## config.mk

```make
export PLATFORM = sky130hd
export DESIGN_NAME = cpfm_pin_mux
export DESIGN_NICKNAME = d
export VERILOG_FILES = /design/src/rtl/cpfm_pkg.sv /design/src/rtl/cpfm_clk_div.sv /design/src/rtl/cpfm_pin_mux.sv
export SDC_FILE = /design/constraint.sdc
export NUM_CORES = 1
export LEC_CHECK = 0
export BUFFER_PORTS_ARGS = -buffer_cell sky130_fd_sc_hd__buf_2
export CAP_MARGIN = 30
export CELL_PAD_IN_SITES_DETAIL_PLACEMENT = 1
export CELL_PAD_IN_SITES_GLOBAL_PLACEMENT = 1
export CORE_AREA = 2 2 48 84
export CTS_CLUSTER_DIAMETER = 30
export DETAILED_ROUTE_END_ITERATION = 7
export DIE_AREA = 0 0 50 86
export HOLD_SLACK_MARGIN = 0.12
export PLACE_DENSITY_LB_ADDON = 0.1
export SLEW_MARGIN = 30
export SYNTH_ARGS = -nofsm -noshare
export SYNTH_HDL_FRONTEND = slang
export SYNTH_SLANG_ARGS = --single-unit
```

## constraint.sdc

```tcl
create_clock -name clk_sys -period 1.1 [get_ports clk_sys]
set_input_delay 0.165 -clock clk_sys [delete_from_list [all_inputs] [get_ports clk_sys]]
set_output_delay 0.165 -clock clk_sys [all_outputs]
set_load 0.02 [all_outputs]
```

## src/rtl/cpfm_pkg.sv

```systemverilog
// Shared constants for the configurable control pin function mux.
// Assumes the stored configuration delivers one function code and one
// suspend pull option as a single load, on the system clock.

package cpfm_pkg;

	// ------------------------------------------------------------
	// Pin function codes held in nonvolatile configuration
	// ------------------------------------------------------------
	localparam int          FN_W           = 5;
	localparam logic [4:0]  FN_TRISTATE    = 5'h00;
	localparam logic [4:0]  FN_DRIVE_HIGH  = 5'h01;
	localparam logic [4:0]  FN_DRIVE_LOW   = 5'h02;
	localparam logic [4:0]  FN_POWER_EN    = 5'h03;
	localparam logic [4:0]  FN_SLEEP       = 5'h04;
	localparam logic [4:0]  FN_CLK_FAST    = 5'h05;
	localparam logic [4:0]  FN_CLK_MID     = 5'h06;
	localparam logic [4:0]  FN_CLK_SLOW    = 5'h07;
	localparam logic [4:0]  FN_GPIO        = 5'h08;
	localparam logic [4:0]  FN_CHARGER     = 5'h09;
	localparam logic [4:0]  FN_CHARGER_N   = 5'h0A;
	localparam logic [4:0]  FN_WR_STROBE   = 5'h0B;
	localparam logic [4:0]  FN_RD_STROBE   = 5'h0C;
	localparam logic [4:0]  FN_TX_EMPTY    = 5'h0D;
	localparam logic [4:0]  FN_RX_FULL     = 5'h0E;
	localparam logic [4:0]  FN_BUS_SENSE   = 5'h0F;
	localparam logic [4:0]  FN_TIMESTAMP   = 5'h10;
	localparam logic [4:0]  FN_KEEP_AWAKE  = 5'h11;

	// ------------------------------------------------------------
	// Reset values
	// ------------------------------------------------------------
	localparam logic [4:0]  FN_RESET       = 5'h00;
	localparam logic        SUSP_PULL_RST  = 1'b0;

	// ------------------------------------------------------------
	// Clock tree figures, in MHz
	// ------------------------------------------------------------
	localparam int          OSC_MHZ        = 12;
	localparam int          REF_MHZ        = 48;
	localparam int          FAST_MHZ       = 24;
	localparam int          MID_MHZ        = 12;
	localparam int          SLOW_MHZ       = 6;
	localparam int          SYS_MHZ        = 125;
	// Counter bit that toggles at each output rate
	localparam int          FAST_BIT       = $clog2(REF_MHZ / FAST_MHZ) - 1;
	localparam int          MID_BIT        = $clog2(REF_MHZ / MID_MHZ) - 1;
	localparam int          SLOW_BIT       = $clog2(REF_MHZ / SLOW_MHZ) - 1;
	localparam int          DIV_W          = SLOW_BIT + 1;

	// ------------------------------------------------------------
	// Control states
	// ------------------------------------------------------------
	typedef enum logic [0:0] {
		CPFM_LOAD,
		CPFM_RUN
	} cpfm_state_t;

endpackage : cpfm_pkg
```

## src/rtl/cpfm_clk_div.sv

```systemverilog
// Divider for the pin clock outputs.
// Assumes refEdge is a one-cycle pulse per rising edge of the 48 MHz
// reference, already brought into the system clock domain.

`timescale 1ns/1ps
`default_nettype none

module cpfm_clk_div
	import cpfm_pkg::*;
(
	input  wire logic clk_sys,
	input  wire logic rstSync_n,
	input  wire logic refEdge,
	input  wire logic run,
	output logic      clkFast,
	output logic      clkMid,
	output logic      clkSlow
);

	logic [DIV_W-1:0] divCnt_r;
	logic [DIV_W-1:0] divCnt_nxt;

	// ------------------------------------------------------------
	// Synchronous binary count of reference edges
	// ------------------------------------------------------------
	// Cleared while stopped so every clock restarts low and in phase
	assign divCnt_nxt = !run ? '0 :
		(refEdge ? divCnt_r + DIV_W'(1) : divCnt_r);

	always_ff @(posedge clk_sys or negedge rstSync_n) begin
		if (!rstSync_n) begin
			divCnt_r <= '0;
		end else begin
			divCnt_r <= divCnt_nxt;
		end
	end

	// Each bit halves the rate of the one below it
	assign clkFast = divCnt_r[FAST_BIT];
	assign clkMid  = divCnt_r[MID_BIT];
	assign clkSlow = divCnt_r[SLOW_BIT];
endmodule : cpfm_clk_div

`default_nettype wire

```

## src/rtl/cpfm_pin_mux.sv

```systemverilog
// Function mux and pad control for the configurable control pin,
// plus the pad side of the I2C data and clock lines.
// Assumes USB state, strobes and buffer flags come from logic on
// clk_sys; pad inputs and the 48 MHz reference are asynchronous.
//
// Contract
// - pin carries one stored function only
// - tri-state option never drives the pin
// - power enable low configured, high suspended
// - pull up, or pull low in suspend
// - sleep indicator low during whole suspend
// - clock options give 24, 12, 6 MHz
// - clock outputs stop during suspend
// - charger detect drives high when attached
// - inverted charger detect is open drain
// - bit-bang write or read strobe out
// - active-low flag when transmit buffer empty
// - active-low flag when receive buffer full
// - bus power sense pin is input
// - timestamp toggles on each start-of-frame
// - keep-awake low input blocks suspend
// - general purpose bit-bang port bit
// - I2C data open drain, never high
// - I2C clock input only, no stretching
// - clocks derived from 48 MHz reference

`timescale 1ns/1ps
`default_nettype none

module cpfm_pin_mux
	import cpfm_pkg::*;
(
	input  wire logic          clk_sys,
	input  wire logic          resetn,
	input  wire logic          refClk48,
	input  wire logic          nvCfgValid,
	input  wire logic [FN_W-1:0] nvCfgFunc,
	input  wire logic          nvCfgSuspPull,
	input  wire logic          usbConfigured,
	input  wire logic          usbSuspend,
	input  wire logic          chargerDetect,
	input  wire logic          bbWrStrobe_n,
	input  wire logic          bbRdStrobe_n,
	input  wire logic          txEmpty,
	input  wire logic          rxFull,
	input  wire logic          sofPulse,
	input  wire logic          gpioOutVal,
	input  wire logic          gpioOutEn,
	input  wire logic          sdaPullLow,
	input  wire logic          cfgPinIn,
	input  wire logic          sdaIn,
	input  wire logic          sclIn,
	output logic               cfgPinOut,
	output logic               cfgPinOe_n,
	output logic               cfgPinPullUp,
	output logic               cfgPinPullDown,
	output logic               busPowerPresent,
	output logic               keepAwake,
	output logic               gpioInVal,
	output logic               sdaOut,
	output logic               sdaOe_n,
	output logic               sdaInVal,
	output logic               sclInVal,
	output logic               nvLoadReq,
	output logic               cfgLoaded
);

	logic          rstMeta_r;
	logic          rstSync_r;
	logic          rstSync_n;
	logic [3:0]    padMeta_r;
	logic [3:0]    padSync_r;
	logic          refPrev_r;
	cpfm_state_t   state_r;
	cpfm_state_t   state_nxt;
	logic [FN_W-1:0] func_r;
	logic          suspPull_r;
	logic          stamp_r;
	logic          running;
	logic          pinSync;
	logic          refSync;
	logic          refEdge;
	logic          clkFast;
	logic          clkMid;
	logic          clkSlow;

	// ------------------------------------------------------------
	// Reset release
	// ------------------------------------------------------------
	// Assertion is immediate; release waits two edges
	always_ff @(posedge clk_sys or negedge resetn) begin
		if (!resetn) begin
			rstMeta_r <= 1'b0;
			rstSync_r <= 1'b0;
		end else begin
			rstMeta_r <= 1'b1;
			rstSync_r <= rstMeta_r;
		end
	end

	assign rstSync_n = rstSync_r;

	// ------------------------------------------------------------
	// Pad input synchronisers
	// ------------------------------------------------------------
	// Bits: 3 reference clock, 2 I2C clock, 1 I2C data, 0 pin
	always_ff @(posedge clk_sys or negedge rstSync_n) begin
		if (!rstSync_n) begin
			padMeta_r <= 4'h6; // I2C lines idle high: no false edge
			padSync_r <= 4'h6;
			refPrev_r <= 1'b0;
		end else begin
			padMeta_r <= {refClk48, sclIn, sdaIn, cfgPinIn};
			padSync_r <= padMeta_r;
			refPrev_r <= padSync_r[3];
		end
	end

	assign pinSync = padSync_r[0];
	assign refSync = padSync_r[3];
	// Edge detect reads the second stage and its delayed copy
	assign refEdge = refSync & ~refPrev_r;

	// ------------------------------------------------------------
	// Configuration load
	// ------------------------------------------------------------
	// Pin stays released until the stored function arrives
	assign running   = state_r == CPFM_RUN;
	assign state_nxt = (state_r == CPFM_LOAD && nvCfgValid)
		? CPFM_RUN : state_r;

	always_ff @(posedge clk_sys or negedge rstSync_n) begin
		if (!rstSync_n) begin
			state_r    <= CPFM_LOAD;
			func_r     <= FN_RESET;
			suspPull_r <= SUSP_PULL_RST;
		end else begin
			state_r <= state_nxt;
			if (state_r == CPFM_LOAD && nvCfgValid) begin
				func_r     <= nvCfgFunc;
				suspPull_r <= nvCfgSuspPull;
			end
		end
	end

	// ------------------------------------------------------------
	// Clock outputs and frame toggle
	// ------------------------------------------------------------
	// Suspend stops the divider; no clock escapes while asleep
	cpfm_clk_div u_clk_div (
		.clk_sys   (clk_sys),
		.rstSync_n (rstSync_n),
		.refEdge   (refEdge),
		.run       (!usbSuspend),
		.clkFast   (clkFast),
		.clkMid    (clkMid),
		.clkSlow   (clkSlow)
	);

	always_ff @(posedge clk_sys or negedge rstSync_n) begin
		if (!rstSync_n) begin
			stamp_r <= 1'b0;
		end else if (sofPulse) begin
			stamp_r <= ~stamp_r;
		end
	end

	// ------------------------------------------------------------
	// Function decode
	// ------------------------------------------------------------
	logic isTri;
	logic isHigh;
	logic isLow;
	logic isPwr;
	logic isSleep;
	logic isFast;
	logic isMid;
	logic isSlow;
	logic isGpio;
	logic isChg;
	logic isChgN;
	logic isWr;
	logic isRd;
	logic isTx;
	logic isRx;
	logic isSense;
	logic isStamp;
	logic isKeep;
	logic pwrLevel;

	assign isTri   = func_r == FN_TRISTATE;
	assign isHigh  = func_r == FN_DRIVE_HIGH;
	assign isLow   = func_r == FN_DRIVE_LOW;
	assign isPwr   = func_r == FN_POWER_EN;
	assign isSleep = func_r == FN_SLEEP;
	assign isFast  = func_r == FN_CLK_FAST;
	assign isMid   = func_r == FN_CLK_MID;
	assign isSlow  = func_r == FN_CLK_SLOW;
	assign isGpio  = func_r == FN_GPIO;
	assign isChg   = func_r == FN_CHARGER;
	assign isChgN  = func_r == FN_CHARGER_N;
	assign isWr    = func_r == FN_WR_STROBE;
	assign isRd    = func_r == FN_RD_STROBE;
	assign isTx    = func_r == FN_TX_EMPTY;
	assign isRx    = func_r == FN_RX_FULL;
	assign isSense = func_r == FN_BUS_SENSE;
	assign isStamp = func_r == FN_TIMESTAMP;
	assign isKeep  = func_r == FN_KEEP_AWAKE;

	// High until configured, low while awake, high again in suspend
	assign pwrLevel = ~(usbConfigured & ~usbSuspend);

	// ------------------------------------------------------------
	// Pad drive selection
	// ------------------------------------------------------------
	logic fnVal;
	logic fnDrive;
	logic pinOut_nxt;
	logic pinDrive_nxt;
	logic pullDown_nxt;
	logic pullUp_nxt;

	// Level the selected function puts on the pin
	assign fnVal =
		isHigh  ? 1'b1 :
		isLow   ? 1'b0 :
		isPwr   ? pwrLevel :
		isSleep ? ~usbSuspend :
		isFast  ? clkFast :
		isMid   ? clkMid :
		isSlow  ? clkSlow :
		isGpio  ? gpioOutVal :
		isChg   ? chargerDetect :
		isWr    ? bbWrStrobe_n :
		isRd    ? bbRdStrobe_n :
		isTx    ? ~txEmpty :
		isRx    ? ~rxFull :
		isStamp ? stamp_r : 1'b0;

	// Whether the pad driver is on; unknown codes leave it off
	assign fnDrive =
		isTri | isSense | isKeep ? 1'b0 :
		isChgN ? chargerDetect :
		isGpio ? gpioOutEn :
		(isHigh | isLow | isPwr | isSleep | isFast | isMid |
		 isSlow | isChg | isWr | isRd | isTx | isRx | isStamp);

	assign pinDrive_nxt = running & fnDrive;
	assign pinOut_nxt   = running & fnVal;
	// Pulls only matter while the pad is not driven
	assign pullDown_nxt = ~pinDrive_nxt & suspPull_r & usbSuspend;
	assign pullUp_nxt   = ~pinDrive_nxt & ~pullDown_nxt;

	always_ff @(posedge clk_sys or negedge rstSync_n) begin
		if (!rstSync_n) begin
			cfgPinOut      <= 1'b0;
			cfgPinOe_n     <= 1'b1;
			cfgPinPullUp   <= 1'b1;
			cfgPinPullDown <= 1'b0;
		end else begin
			cfgPinOut      <= pinOut_nxt;
			cfgPinOe_n     <= ~pinDrive_nxt;
			cfgPinPullUp   <= pullUp_nxt;
			cfgPinPullDown <= pullDown_nxt;
		end
	end

	// ------------------------------------------------------------
	// Pin as input, and the I2C pads
	// ------------------------------------------------------------
	// Data pad output is tied low; only its enable ever moves
	always_ff @(posedge clk_sys or negedge rstSync_n) begin
		if (!rstSync_n) begin
			busPowerPresent <= 1'b0;
			keepAwake       <= 1'b0;
			gpioInVal       <= 1'b0;
			sdaOut          <= 1'b0;
			sdaOe_n         <= 1'b1;
			sdaInVal        <= 1'b1;
			sclInVal        <= 1'b1;
			nvLoadReq       <= 1'b0;
			cfgLoaded       <= 1'b0;
		end else begin
			busPowerPresent <= running & isSense & pinSync;
			keepAwake       <= running & isKeep & ~pinSync;
			gpioInVal       <= pinSync;
			sdaOut          <= 1'b0;
			sdaOe_n         <= ~sdaPullLow;
			sdaInVal        <= padSync_r[1];
			sclInVal        <= padSync_r[2];
			nvLoadReq       <= state_nxt == CPFM_LOAD;
			cfgLoaded       <= state_nxt == CPFM_RUN;
		end
	end
endmodule : cpfm_pin_mux

`default_nettype wire

```

==> flow_metrics.py <==
metrics = {
    "global_route": {
        "largest_net_degree_at_the_start_of_global_routing": 26,
        "grt_usage_pct": 19.1,
        "global_route_wire_length_before_repair_mm": 5.97,
        "antenna_found_initial": 0,
        "grt.overflow.total": 0,
        "grt_pass1_vias": 1285,
    },
    "run": {
        "drv_cap": 0,
    },
    "placement": {
        "gpl.final_weighted_congestion": 0.790,
        "dpl.cell_count": 210,
        "port-buffer-count": 35,
        "hpwlAfterDp_mm": 2.52,
    },
    "worst_setup_path": {
        "arrival_worst_endpoint_ps": 1810,
        "cpPeakStageDelay_ps": 540,
        "critical_path.n_buffers_inverters": 0,
        "crit_fanout": 7,
        "setup.worst_path.class": "flip-flop to flip-flop",
        "crit_path_cell_trace": "nor4_2 > and3_1 > or4_4 > a32o_1",
        "critical_path_data_required_time_ps": 1270,
        "endpoint_kind": "flip-flop",
        "critPathLaunchType": "flip-flop",
        "crit_slowest_cell": "sky130_fd_sc_hd__or4_4",
        "crit_family": "simple AND/OR/NAND/NOR gates",
    },
    "synth": {
        "synthesis.instances": 113,
        "synth-edff-count": 0,
        "post_synth_fa_ha_maj_area_fraction_pct": 0.896,
        "yosys_most_used_dff": "sky130_fd_sc_hd__dfrtp_1",
        "syn_area_per_cell_um2": 12.4,
        "synth.area.mux_share_pct": 7.08,
        "netlist-cell-type-count": 40,
        "combined_area_of_all_synthesized_cells_um2": 1400,
        "area_leader_netlist": "sky130_fd_sc_hd__dfrtp_1",
        "synth-xor-area-share_pct": 2.51,
        "ys_ff_latch": 33,
        "synthDominantCellAreaShare_pct": 43.0,
        "synth_seq_area_share_pct": 59.9,
        "synth_compound_gate_area_share_pct": 6.00,
        "post_synth_main_area_contributors": "sky130_fd_sc_hd__dfrtp_1 43%, sky130_fd_sc_hd__dfstp_2 17%, sky130_fd_sc_hd__mux2_2 5.6%",
        "ys_async_sr_fraction_pct": 100,
        "post_synth_most_frequent_cells": "24 x sky130_fd_sc_hd__dfrtp_1, 9 x sky130_fd_sc_hd__dfstp_2, 8 x sky130_fd_sc_hd__nor2_1, 7 x sky130_fd_sc_hd__mux2_2, 5 x sky130_fd_sc_hd__a21oi_1",
        "synth.net_count": 138,
        "synth-simple-area-share_pct": 17.1,
        "synth_top_family_by_area": "simple AND/OR/NAND/NOR gates",
        "post-synth-top-count-cell": "sky130_fd_sc_hd__dfrtp_1",
        "synth-warning-count": 0,
    },
    "die": {
        "die_height_um": 86,
        "io_pins": 37,
        "initial_core_util_pct": 38.9,
        "core_area_um2": 3590,
        "num_rows": 29,
        "die_area_um2": 4300,
        "die-width_um": 50,
    },
    "outcome": {
        "run_status": "finished with violations",
        "failed_checks": "setup timing",
    },
    "route": {
        "drt_pre_antenna_iters": 4,
        "route.antenna.remaining_nets": 0,
        "drt_wl_total_mm": 3.77,
        "via_per_inst": 4.81,
        "drt_iter0_drc": 7,
        "drcViolationCount": 0,
        "routed-via-count": 1130,
        "post_drt_wl_per_cell_um": 16.1,
    },
    "clock_network": {
        "clkSlewWorstSetupHoldPaths_ps": 70,
        "cts_buffers": 5,
        "clock-root-buffer": "sky130_fd_sc_hd__clkbuf_8",
        "clock_sink_count": 33,
        "clockBufferDepth": 2,
        "clkLatencyLatePin_ps": 290,
        "clock_tree_from_tritoncts": "yes",
        "total_number_of_h_tree_levels": 2,
    },
    "timing": {
        "rsz0062_at_grt": "true",
        "setup_viol": 10,
        "fmax_mhz": 608,
        "report.final.hold_viol_count": 0,
        "clock_skew_ps": 6.14,
        "final-max-slew-violation-count": 0,
        "period_needed_ps": 1650,
        "period_share_pct": 150,
        "layout_setup_ws_ps": -545,
    },
    "layout": {
        "antenna_cells_inserted": 0,
        "area.growth.synth_to_final_pct": 60.4,
        "fillers": 368,
        "final_layout_size_suffix_gt1_share_pct": 58.2,
        "layoutNonFillerInstCount": 235,
        "finalNetCount": 213,
    },
    "power": {
        "ir_drop_uv": 1650,
        "p_per_area_nw_per_um2": 1510,
        "cellLeakagePower_nw": 1.04,
        "total_chip_power_mw": 3.39,
    },
    "min_path": {
        "worst_min_path_class": "flip-flop to async pin",
    },
}
repair_timing:
item,CTS,global route
pin swaps,3,7
hold buffers,13,0
setup buffers,1,4
gates resized for setup,38,13
hold endpoints to repair,14,0
setup endpoints to repair,17,20
cell families after synthesis:
| family | Yosys count |
|---|---|
| flops | 33 |
| fa+ha+maj | 1 |
| xor+xnor | 4 |
| simple gates | 39 |
| buf+inv | 13 |
| mux | 9 |
| compound gates | 12 |
| other cells | 2 |
where the power goes:
group | switching, mW | internal, mW | total [mW]
Combinational | 0.338 | 0.435 | 0.773
Sequential | 0.0930 | 1.35 | 1.45
Clock | 0.435 | 0.738 | 1.17
through the flow:
stage	util (%)	setup slack [ps]	hold WS, ps	setup TNS (ps)	cell area, µm²
final	62.3	-545	142	-1930	2240
after CTS	60.4	-517	130	-1710	2170
after floorplan	-	-467	-131	-1790	1420
after global routing	62.3	-591	138	-2710	2240
after detailed placement	49.6	-638	-47.7	-2690	1780
after global placement	49.6	-557	-48.2	-2100	1780
cells in the final DEF, fill, tap and decap left out, drive strengths merged, types with 5 or more instances in the layout:
| master | instances |
|---|---|
| a21oi | 5 |
| buf | 64 |
| clkbuf | 7 |
| dfrtp | 24 |
| dfstp | 9 |
| dlygate4sd3 | 13 |
| mux2 | 7 |
| nor2 | 8 |
final cells by class:
cell class	count	area, µm²	area share, %
Timing Repair Buffer	77	607	27.1
Inverter	4	15.0	0.670
Multi-Input combinational cell	67	599	26.8
Tap cell	46	57.6	2.57
Sequential cell	33	845	37.7
Clock buffer	7	86.3	3.85
Clock inverter	1	30.0	1.34
flip-flops by register name, indices dropped and copies added, names as in the netlist, 3 cells and up:
signal,cells
padMeta_r,4
func_r,5
u_clk_div.divCnt_r,3
padSync_r,4
per-layer routing:
metal	wire length (µm)	vias up	GRT usage, %
li1	-	529	-
met1	1350	559	19.7
met2	2190	34	34.8
met3	153	8	5.23
met4	78	0	8.33
met5	0	-	0
worst paths after layout:
kind / cells past startpoint / slack [ps] / endpoint / start
hold reg to reg: 0 / 140 / refPrev_r / rstSync_n
min in group clk_sys: 2 / 140 / func_r[3] / nvCfgFunc[3]
setup reg to reg: 4 / -550 / cfgPinOut / func_r[2]
hold / removal: 0 / 140 / refPrev_r / rstSync_n
max in group asynchronous: 1 / 440 / cfgPinOe_n / rstSync_n
setup / recovery: 4 / -550 / cfgPinOut / func_r[2]
Note: power is estimated with default switching activity, not from simulation.
